**config.mk**
```make
export PLATFORM = sky130hd
export DESIGN_NAME = isrs_top
export DESIGN_NICKNAME = d
export VERILOG_FILES = /design/src/isrs_pkg.sv /design/src/isrs_top.sv
export VERILOG_INCLUDE_DIRS = /design/src /design/src/src
export SDC_FILE = /design/constraint.sdc
export NUM_CORES = 2
export LEC_CHECK = 0
export BUFFER_PORTS_ARGS = -buffer_cell sky130_fd_sc_hd__buf_2
export CORE_MARGIN = 1.5
export CORE_UTILIZATION = 45
export CTS_BUF_LIST = sky130_fd_sc_hd__clkbuf_8
export DETAILED_ROUTE_END_ITERATION = 8
export PLACE_DENSITY = 0.7
export SLEW_MARGIN = 30
export SYNTH_ARGS = -nofsm -noshare
export SYNTH_HDL_FRONTEND = slang
export SYNTH_HIERARCHICAL = 1
export SYNTH_SLANG_ARGS = --single-unit
```
**constraint.sdc**
```tcl
create_clock -name core_clk -period 3.5 [get_ports core_clk]
set_clock_uncertainty 0.2 [all_clocks]
set_input_delay 0.525 -clock core_clk [delete_from_list [all_inputs] [get_ports core_clk]]
set_output_delay 0.525 -clock core_clk [all_outputs]
set_load 0.01 [all_outputs]
```
**src/isrs_cfg.svh**
```systemverilog
/*
 constants of the serial ram target: addresses, flag and command bit positions, reset values.
 assumes inclusion by isrs_top.sv only, after the package.
*/
`ifndef ISRS_CFG_SVH
`define ISRS_CFG_SVH
`define ISRS_OWN_ADDR 8'ha0
`define ISRS_REG_CMD 8'h00
`define ISRS_RAM_FIRST 8'h80
`define ISRS_RAM_LAST 8'hff
`define ISRS_INIT_LAST 7'h7f
`define ISRS_RX_LEN 5'h10
`define ISRS_RXN_MAX 5'h11
`define ISRS_FIFO_DEPTH 8
`define ISRS_FLAGS_RST 8'h00
`define ISRS_CMD_RST 8'h00
`define ISRS_F_NOTSEL 7
`define ISRS_F_ZERO 6
`define ISRS_F_PTR 5
`define ISRS_F_OVER 4
`define ISRS_F_FULL 3
`define ISRS_F_SEND 2
`define ISRS_F_NACK 1
`define ISRS_F_STOP 0
`define ISRS_C_VALID 7
`define ISRS_C_WPROT 2
`define ISRS_C_INIT 1
`define ISRS_C_PAT 0
`endif

```
**src/isrs_pkg.sv**
```systemverilog
/*
 types of the serial ram target: fsm states, byte roles, write word, state record.
 assumes nothing of its surroundings.
*/
package isrs_pkg;
   typedef enum logic [6:0] {
      S_IDLE = 7'h01,
      S_RX = 7'h02,
      S_DEC = 7'h04,
      S_ACK = 7'h08,
      S_LD = 7'h10,
      S_TX = 7'h20,
      S_MACK = 7'h40
   } isrs_st_e;
   typedef enum logic [2:0] {
      R_ADDR = 3'h0,
      R_REG = 3'h1,
      R_CMD = 3'h2,
      R_DATA = 3'h3,
      R_END = 3'h4
   } isrs_role_e;
   typedef struct packed {
      logic [6:0] idx;
      logic [7:0] data;
   } isrs_wr_s;
   typedef struct packed {
      logic [2:0] scl_sync;
      logic [2:0] sda_sync;
      logic scl_f;
      logic sda_f;
   } isrs_pin_s;
   typedef struct packed {
      isrs_pin_s pin;
      isrs_st_e st;
      isrs_role_e role;
      logic [3:0] cnt;
      logic [7:0] sh;
      logic rw;
      logic sel;
      logic ack_seen;
      logic evt;
      logic [7:0] ptr;
      logic [4:0] rxn;
      logic [7:0] flags;
      logic [7:0] cmd;
      logic init_busy;
      logic [6:0] init_idx;
      logic [127:0][7:0] ram;
   } isrs_state_s;
endpackage : isrs_pkg

```
**src/isrs_top.sv**
```systemverilog
/*
 i2c target emulating a 128 byte serial ram with a command register, plus its write fifo.
 assumes open-drain pins resolved outside, one bus master, core_clk far faster than scl.
*/
`timescale 1ns/1ps
`include "isrs_cfg.svh"

module isrs_fifo #(
   parameter int W = 15,
   parameter int D = 8
) (
   input wire logic core_clk,
   input wire logic rst_b,
   input wire logic in_valid,
   output logic in_ready,
   input wire logic [W-1:0] in_data,
   output logic out_valid,
   input wire logic out_ready,
   output logic [W-1:0] out_data
);
   localparam int AW = $clog2(D);
   localparam logic [AW:0] FULL = (AW+1)'(D);
   typedef struct packed {
      logic [D-1:0][W-1:0] mem;
      logic [AW-1:0] wp;
      logic [AW-1:0] rp;
      logic [AW:0] cnt;
   } isrs_fifo_s;
   isrs_fifo_s f_ff;
   isrs_fifo_s nxt_f;
   logic push;
   logic pop;

   assign in_ready = (f_ff.cnt != FULL);
   assign out_valid = (f_ff.cnt != '0);
   assign out_data = f_ff.mem[f_ff.rp];

   always_comb begin
      nxt_f = f_ff;
      push = in_valid & in_ready;
      pop = out_valid & out_ready;
      if (push) begin
         nxt_f.mem[f_ff.wp] = in_data;
         nxt_f.wp = f_ff.wp + 1'b1;
      end
      if (pop) begin
         nxt_f.rp = f_ff.rp + 1'b1;
      end
      if (push & ~pop) begin
         nxt_f.cnt = f_ff.cnt + 1'b1;
      end else if (pop & ~push) begin
         nxt_f.cnt = f_ff.cnt - 1'b1;
      end
   end

   always_ff @(posedge core_clk or negedge rst_b) begin
      if (!rst_b) begin
         f_ff <= '0;
      end else begin
         f_ff <= nxt_f;
      end
   end
endmodule : isrs_fifo

// Functional notes
// - answer only target address 0b1010000, held left aligned as 0xA0.
// - transfer event fires on the ninth, acknowledge clock of each byte the block acknowledges or sends.
// - stop raises no event, only the stop flag.
// - clock and data inputs pass a digital noise filter.
// - extension code instead of own address drops the transaction.
// - register address 0x01 to 0x7F is refused and the block withdraws.
// - register 0x00 is acknowledged, next byte is a command, ack or nack.
// - register address 0x80 to 0xFF is latched as ram pointer.
// - reads send successive bytes from the pointer until master nacks.
// - writes store successive bytes from the pointer.
// - stop ends participation in the transaction.
// - start restarts address matching.
// - scl held low on data bytes during ram init or other pending work.
// - receive path buffers data within one transaction.
// - flag bit 7 set on foreign address after restart, cleared on own.
// - flag bit 5 set on every register address latch; bit 6 reads zero.
// - flag bit 3 at expected byte count, bit 4 when exceeded.
// - flag bit 2 set on read request from master.
// - flag bit 1 on master nack after sent byte, bit 0 on stop.
// - pointer advances per byte and wraps 0xFF to 0x80.
// - command acted on only when its bit 7 is one.
// - command bit 2 refuses write data bytes and withdraws.
// - command bit 1 fills ram with zero or low address bits, then clears.
module isrs_top
   import isrs_pkg::*;
(
   input wire logic core_clk,
   input wire logic rst_b,
   input wire logic serial_clock_pin_in,
   output logic serial_clock_pin_out,
   output logic serial_clock_pin_oe,
   input wire logic serial_data_pin_in,
   output logic serial_data_pin_out,
   output logic serial_data_pin_oe,
   output logic transfer_event_interrupt,
   output logic [7:0] slave_state_flags,
   output logic [7:0] command_state,
   output logic init_busy
);
   isrs_state_s st_ff;
   isrs_state_s nxt_st;
   logic scl_rise;
   logic scl_fall;
   logic start_seen;
   logic stop_seen;
   logic count_byte;
   logic stall_rx;
   logic stall_tx;
   logic wr_valid;
   logic wr_ready;
   isrs_wr_s wr_data;
   logic rd_valid;
   isrs_wr_s rd_data;

   function automatic logic [7:0] ptr_inc(input logic [7:0] p);
      ptr_inc = (p == `ISRS_RAM_LAST) ? `ISRS_RAM_FIRST : p + 8'h01;
   endfunction : ptr_inc

   // ram writes queue here so a slow init does not lose bytes; full stretches scl
   isrs_fifo #(
      .W($bits(isrs_wr_s)),
      .D(`ISRS_FIFO_DEPTH)
   ) u_wr_fifo (
      .core_clk(core_clk),
      .rst_b(rst_b),
      .in_valid(wr_valid),
      .in_ready(wr_ready),
      .in_data(wr_data),
      .out_valid(rd_valid),
      .out_ready(~st_ff.init_busy),
      .out_data(rd_data)
   );

   // open drain: only ever pull low
   assign serial_clock_pin_out = 1'b0;
   assign serial_data_pin_out = 1'b0;
   assign serial_clock_pin_oe = (st_ff.st == S_DEC) | (st_ff.st == S_LD);
   assign serial_data_pin_oe = (st_ff.st == S_ACK) | ((st_ff.st == S_TX) & ~st_ff.sh[7]);
   assign transfer_event_interrupt = st_ff.evt;
   assign slave_state_flags = st_ff.flags;
   assign command_state = st_ff.cmd;
   assign init_busy = st_ff.init_busy;

   always_comb begin
      nxt_st = st_ff;
      nxt_st.evt = 1'b0;
      wr_valid = 1'b0;
      wr_data = '0;
      count_byte = 1'b0;
      // three stage sync; filtered level moves only when stages two and three agree
      nxt_st.pin.scl_sync = {st_ff.pin.scl_sync[1:0], serial_clock_pin_in};
      nxt_st.pin.sda_sync = {st_ff.pin.sda_sync[1:0], serial_data_pin_in};
      if (st_ff.pin.scl_sync[2] == st_ff.pin.scl_sync[1]) begin
         nxt_st.pin.scl_f = st_ff.pin.scl_sync[2];
      end
      if (st_ff.pin.sda_sync[2] == st_ff.pin.sda_sync[1]) begin
         nxt_st.pin.sda_f = st_ff.pin.sda_sync[2];
      end
      scl_rise = nxt_st.pin.scl_f & ~st_ff.pin.scl_f;
      scl_fall = ~nxt_st.pin.scl_f & st_ff.pin.scl_f;
      start_seen = st_ff.pin.scl_f & nxt_st.pin.scl_f & st_ff.pin.sda_f & ~nxt_st.pin.sda_f;
      stop_seen = st_ff.pin.scl_f & nxt_st.pin.scl_f & ~st_ff.pin.sda_f & nxt_st.pin.sda_f;
      stall_rx = st_ff.init_busy | ~wr_ready;
      // reads wait until queued writes have landed
      stall_tx = st_ff.init_busy | rd_valid;
      // ram fill has priority over queued writes
      if (st_ff.init_busy) begin
         nxt_st.ram[st_ff.init_idx] = st_ff.cmd[`ISRS_C_PAT] ? {1'b0, st_ff.init_idx} : 8'h00;
         nxt_st.init_idx = st_ff.init_idx + 7'h01;
         if (st_ff.init_idx == `ISRS_INIT_LAST) begin
            nxt_st.init_busy = 1'b0;
            nxt_st.cmd[`ISRS_C_INIT] = 1'b0;
         end
      end else if (rd_valid) begin
         nxt_st.ram[rd_data.idx] = rd_data.data;
      end
      if (stop_seen) begin
         nxt_st.st = S_IDLE;
         nxt_st.sel = 1'b0;
         nxt_st.flags[`ISRS_F_STOP] = 1'b1; // no event on stop
      end else if (start_seen) begin
         nxt_st.st = S_RX;
         nxt_st.role = R_ADDR;
         nxt_st.cnt = 4'h0;
      end else begin
         unique case (st_ff.st)
            S_IDLE: begin
            end
            S_RX: begin
               if (scl_rise) begin
                  nxt_st.sh = {st_ff.sh[6:0], st_ff.pin.sda_f};
                  nxt_st.cnt = st_ff.cnt + 4'h1;
               end else if (scl_fall && st_ff.cnt == 4'h8) begin
                  nxt_st.st = S_DEC;
               end
            end
            S_DEC: begin
               nxt_st.st = S_ACK;
               unique case (st_ff.role)
                  R_ADDR: begin
                     if (st_ff.sh[7:1] == 7'(`ISRS_OWN_ADDR >> 1)) begin
                        if (!st_ff.sel) begin
                           nxt_st.flags = `ISRS_FLAGS_RST;
                           nxt_st.rxn = 5'h00;
                        end
                        nxt_st.flags[`ISRS_F_NOTSEL] = 1'b0;
                        nxt_st.rw = st_ff.sh[0];
                        nxt_st.flags[`ISRS_F_SEND] = st_ff.sh[0];
                        nxt_st.sel = 1'b1;
                        nxt_st.role = st_ff.sh[0] ? R_DATA : R_REG;
                     end else begin
                        // extension codes land here too: no ack, wait for next start
                        nxt_st.st = S_IDLE;
                        if (st_ff.sel) begin
                           nxt_st.flags[`ISRS_F_NOTSEL] = 1'b1;
                        end
                     end
                  end
                  R_REG: begin
                     if (st_ff.sh == `ISRS_REG_CMD) begin
                        nxt_st.role = R_CMD;
                        nxt_st.flags[`ISRS_F_PTR] = 1'b1;
                        count_byte = 1'b1;
                     end else if (st_ff.sh >= `ISRS_RAM_FIRST) begin
                        nxt_st.ptr = st_ff.sh;
                        nxt_st.role = R_DATA;
                        nxt_st.flags[`ISRS_F_PTR] = 1'b1;
                        count_byte = 1'b1;
                     end else begin
                        nxt_st.st = S_IDLE;
                     end
                  end
                  R_CMD: begin
                     if (st_ff.sh[`ISRS_C_VALID]) begin
                        nxt_st.cmd = st_ff.sh;
                        nxt_st.role = R_END;
                        count_byte = 1'b1;
                        if (st_ff.sh[`ISRS_C_INIT]) begin
                           nxt_st.init_busy = 1'b1;
                           nxt_st.init_idx = 7'h00;
                        end
                     end else begin
                        nxt_st.st = S_IDLE;
                     end
                  end
                  R_DATA: begin
                     if (st_ff.cmd[`ISRS_C_WPROT]) begin
                        nxt_st.st = S_IDLE;
                     end else if (stall_rx) begin
                        nxt_st.st = S_DEC;
                     end else begin
                        wr_valid = 1'b1;
                        wr_data.idx = st_ff.ptr[6:0];
                        wr_data.data = st_ff.sh;
                        nxt_st.ptr = ptr_inc(st_ff.ptr);
                        count_byte = 1'b1;
                     end
                  end
                  default: begin
                     nxt_st.st = S_IDLE;
                  end
               endcase
            end
            S_ACK: begin
               if (scl_rise) begin
                  nxt_st.evt = 1'b1;
               end else if (scl_fall) begin
                  nxt_st.st = st_ff.rw ? S_LD : S_RX;
                  nxt_st.cnt = 4'h0;
               end
            end
            S_LD: begin
               if (!stall_tx) begin
                  nxt_st.sh = st_ff.ram[st_ff.ptr[6:0]];
                  nxt_st.ptr = ptr_inc(st_ff.ptr);
                  nxt_st.cnt = 4'h0;
                  nxt_st.st = S_TX;
               end
            end
            S_TX: begin
               if (scl_fall) begin
                  if (st_ff.cnt == 4'h7) begin
                     nxt_st.st = S_MACK;
                     nxt_st.ack_seen = 1'b0;
                  end else begin
                     nxt_st.sh = {st_ff.sh[6:0], 1'b0};
                     nxt_st.cnt = st_ff.cnt + 4'h1;
                  end
               end
            end
            S_MACK: begin
               if (scl_rise) begin
                  nxt_st.evt = 1'b1;
                  if (st_ff.pin.sda_f) begin
                     nxt_st.flags[`ISRS_F_NACK] = 1'b1;
                     nxt_st.st = S_IDLE;
                  end else begin
                     nxt_st.ack_seen = 1'b1;
                  end
               end else if (scl_fall && st_ff.ack_seen) begin
                  nxt_st.st = S_LD;
               end
            end
            default: begin
               nxt_st.st = S_IDLE;
            end
         endcase
      end
      // byte count includes the register address byte; saturates one past the limit
      if (count_byte) begin
         nxt_st.rxn = (st_ff.rxn == `ISRS_RXN_MAX) ? st_ff.rxn : st_ff.rxn + 5'h01;
         if (nxt_st.rxn == `ISRS_RX_LEN) begin
            nxt_st.flags[`ISRS_F_FULL] = 1'b1;
         end
         if (nxt_st.rxn == `ISRS_RXN_MAX) begin
            nxt_st.flags[`ISRS_F_OVER] = 1'b1;
         end
      end
      nxt_st.flags[`ISRS_F_ZERO] = 1'b0;
   end

   always_ff @(posedge core_clk or negedge rst_b) begin
      if (!rst_b) begin
         st_ff <= '0;
         st_ff.st <= S_IDLE;
         st_ff.pin <= '{scl_sync: 3'h7, sda_sync: 3'h7, scl_f: 1'b1, sda_f: 1'b1};
         st_ff.flags <= `ISRS_FLAGS_RST;
         st_ff.cmd <= `ISRS_CMD_RST;
         st_ff.ptr <= `ISRS_RAM_FIRST;
      end else begin
         st_ff <= nxt_st;
      end
   end
endmodule : isrs_top

```
==> results.ini <==
[setup_path]
path_cells=buf_12, buf_4, nand3b_1, o22ai_1, a211o_1, o22ai_1, a21o_1, a41oi_1
end_kind=register
critPathRequiredTime_ps=4120
cp_data_arrival_time_ps=4120
path_class=register to register
r2r_slack_ps=2
cp_slowest_stage_delay_ps=680
path_buf_inv=2
path_delay_family=compound AO/OA/AOI/OAI gates
startpoint_type=register
slowest_stage=dfrtp_4
path_max_fanout=16
cp_common_cell=o22ai_1

[yosys]
synth_ff_type=dfrtp_1
async_reset_ff_share_pct=100
yosys.cell_types.count=93
syn_avg_cell_area_um2=10.5
synth.largest_area_cell=dfrtp_1
syn_inst=5909
ys_warn_count=6
synth_edf_count=0
synth_most_common_cell=nand2_1
syn_area_um2=61900
netlist.area_leader.share_pct=49.0
synth_area_leaders=dfrtp_1 49%, mux4_2 9.2%, nand2_1 7.7%, o31ai_1 6.8%, o21ai_0 3.5%
synth_seq_cells=1223
yosys-top-cells-count=1267 x nand2_1, 1213 x dfrtp_1, 563 x o31ai_1
ys_seq_area_share_pct=49.5

[die]
die_x_um=374
ios=26
coreArea_um2=136000
row_count=135
start_util_pct=45.5
dieArea_um2=140000
die-height_um=374

[global_route]
grt_pass1_wl_um=347000
overflow=0
grt_max_degree=116
antenna_found_initial=12
grt_pass1_vias=52507
grt_use_total_pct=33.2

[placed_design]
dpl_cell_area_um2=68100
place_ws_ps=-83.2
gp_congestion=1.05
hpwl_um=162000
portBuffers=22

[flow_run]
drv_cap=0

[pwr]
p_per_area_nw_per_um2=385
ir_drop_uv=409
power_leakage_nw=29.7
finalPower_w=0.0279

[timing]
worst_pin_slew_ps=1080
max_slew_margin_pct=28.0
timing.hold.ws_ps=53.2
timing.final.crit_share_pct=99.9
period_minus_slack_ps=3500
fmax_mhz=286
fin_ws_ps=1.82
setup_viol=0
slew_violations=0
finalHoldViolCount=0

[clocking]
clockBufferDepth=3
cts_tree=done
clockRootBuffer=clkbuf_8
cts-buffers-inserted=202
clkSinkCount=1223
htree_levels=4
clock_latency_ps=1010
path_clk_slew_ps=70

[hold_path]
hp-class=primary input to asynchronous set/reset pin

[detailed_routing]
drcViolationCount=0
met3_length_um=30300
drt_iter0_markers=8025
top_layer=met5
wirelength_um=235000
antenna_left=0
vias_per_cell=6.60
num_vias=54450
avgRoutedWirePerCell_um=28.5
wl_met1_um=89000
met2_length_um=99500
dr.pass1.iters=7

[layout]
final_area_um2=72600
finalNetCount=6311
nFillCells=11667
drive_gt1_share_pct=23.4
area_delta_synth_final_pct=17.3

[run_status]
status=complete, no violations

[stage by stage]
step / TNS, ps / std cells / util, %
floorplan: 0 / 5911 / -
global placement: -212 / 7852 / 50.1
detailed placement: -872 / 7854 / 50.1
CTS: 0 / 8231 / 53.3
global route: -4.85 / 8244 / 53.4
finish: 0 / 8250 / 53.4
[layout by cell type, fill, tap and decap left out, drive strengths merged, types with 18 or more instances in the layout]
master,count
nor3,75
buf,650
nor2,256
mux2i,133
inv,95
o22ai,20
o31ai,563
nor2b,24
o221ai,41
a21oi,267
nand2,1273
a211o,31
nand3,51
mux4,254
nand2b,21
a22oi,68
clkbuf,263
nand4,18
and2,25
clkinv,30
o22a,188
o21ai,432
o311ai,33
mux2,174
o211ai,24
dfrtp,1213
[layer usage]
| metal | up-vias | track usage (%) |
|---|---|---|
| met3 | 964 | 11.2 |
| met4 | 20 | 19.8 |
| met2 | 3769 | 47.5 |
| met5 | - | 0 |
| met1 | 26937 | 43.6 |
| li1 | 22760 | - |
[final timing paths]
check                        startpoint           end  depth (start not counted)
setup / recovery            st_ff[1054]   st_ff[1070]                          8
hold / removal                    rst_b    st_ff[112]                          3
setup reg to reg            st_ff[1054]   st_ff[1070]                          8
hold reg to reg            nxt_st[1093]  nxt_st[1094]                          0
max in group asynchronous         rst_b    st_ff[580]                          4
min in group core_clk      nxt_st[1093]  nxt_st[1094]                          0
[sequential cells by signal (all words and copies together), names as in the netlist]
signal                    count
u_wr_fifo/f_ff              130
transfer_event_interrupt      1
st_ff                      1072
nxt_st                        4
slave_state_flags             7
init_busy                     1
command_state                 8
[logic make-up after synthesis]
logic type               share of synthesized area, %
buffers and inverters                            3.57
multiplexers                                     14.5
AO/OA/AOI/OAI                                    19.3
XOR/XNOR                                        0.212
flip-flops                                       49.5
AND/OR/NAND/NOR                                  12.6
adder cells (fa/ha/maj)                         0.271
other                                         0.00606
[final cells by class]
class	count	area, um^2	area share, %
diodes	7	17.5	0.0241
clock buffers	262	3610	4.96
clock inverters	109	602	0.828
inverters	22	83.8	0.115
multi-input cells	4190	29400	40.5
flip-flops and latches	1223	30600	42.2
well taps	1781	2230	3.07
repair buffers	656	6030	8.29
[timing repair]
item | 4_1_cts | 5_1_grt
buffers inserted | 0 | 9
endpoints found under the setup margin | 59 | 235
resized for setup | 7 | 31
pin swaps | 0 | 1
gates cloned | 0 | 1
hold buffers | 6 | 0
endpoints found under the hold margin | 837 | 0
[worst register-to-register path, stage by stage (launching register included)]
cell and delay (ps):
dfrtp_4 680, buf_12 260, buf_4 310, nand3b_1 380, o22ai_1 120, a211o_1 280, o22ai_1 500, a21o_1 440
a41oi_1 180
[power by group]
part / switching, W / internal (W) / leakage (nW)
Clock: 0.00623 / 0.00693 / 2.44
Combinational: 0.000417 / 0.000138 / 10.3
Sequential: 0.0000490 / 0.0142 / 17.0
Total: 0.00669 / 0.0213 / 29.7
Power figures use the tool's default switching activity.
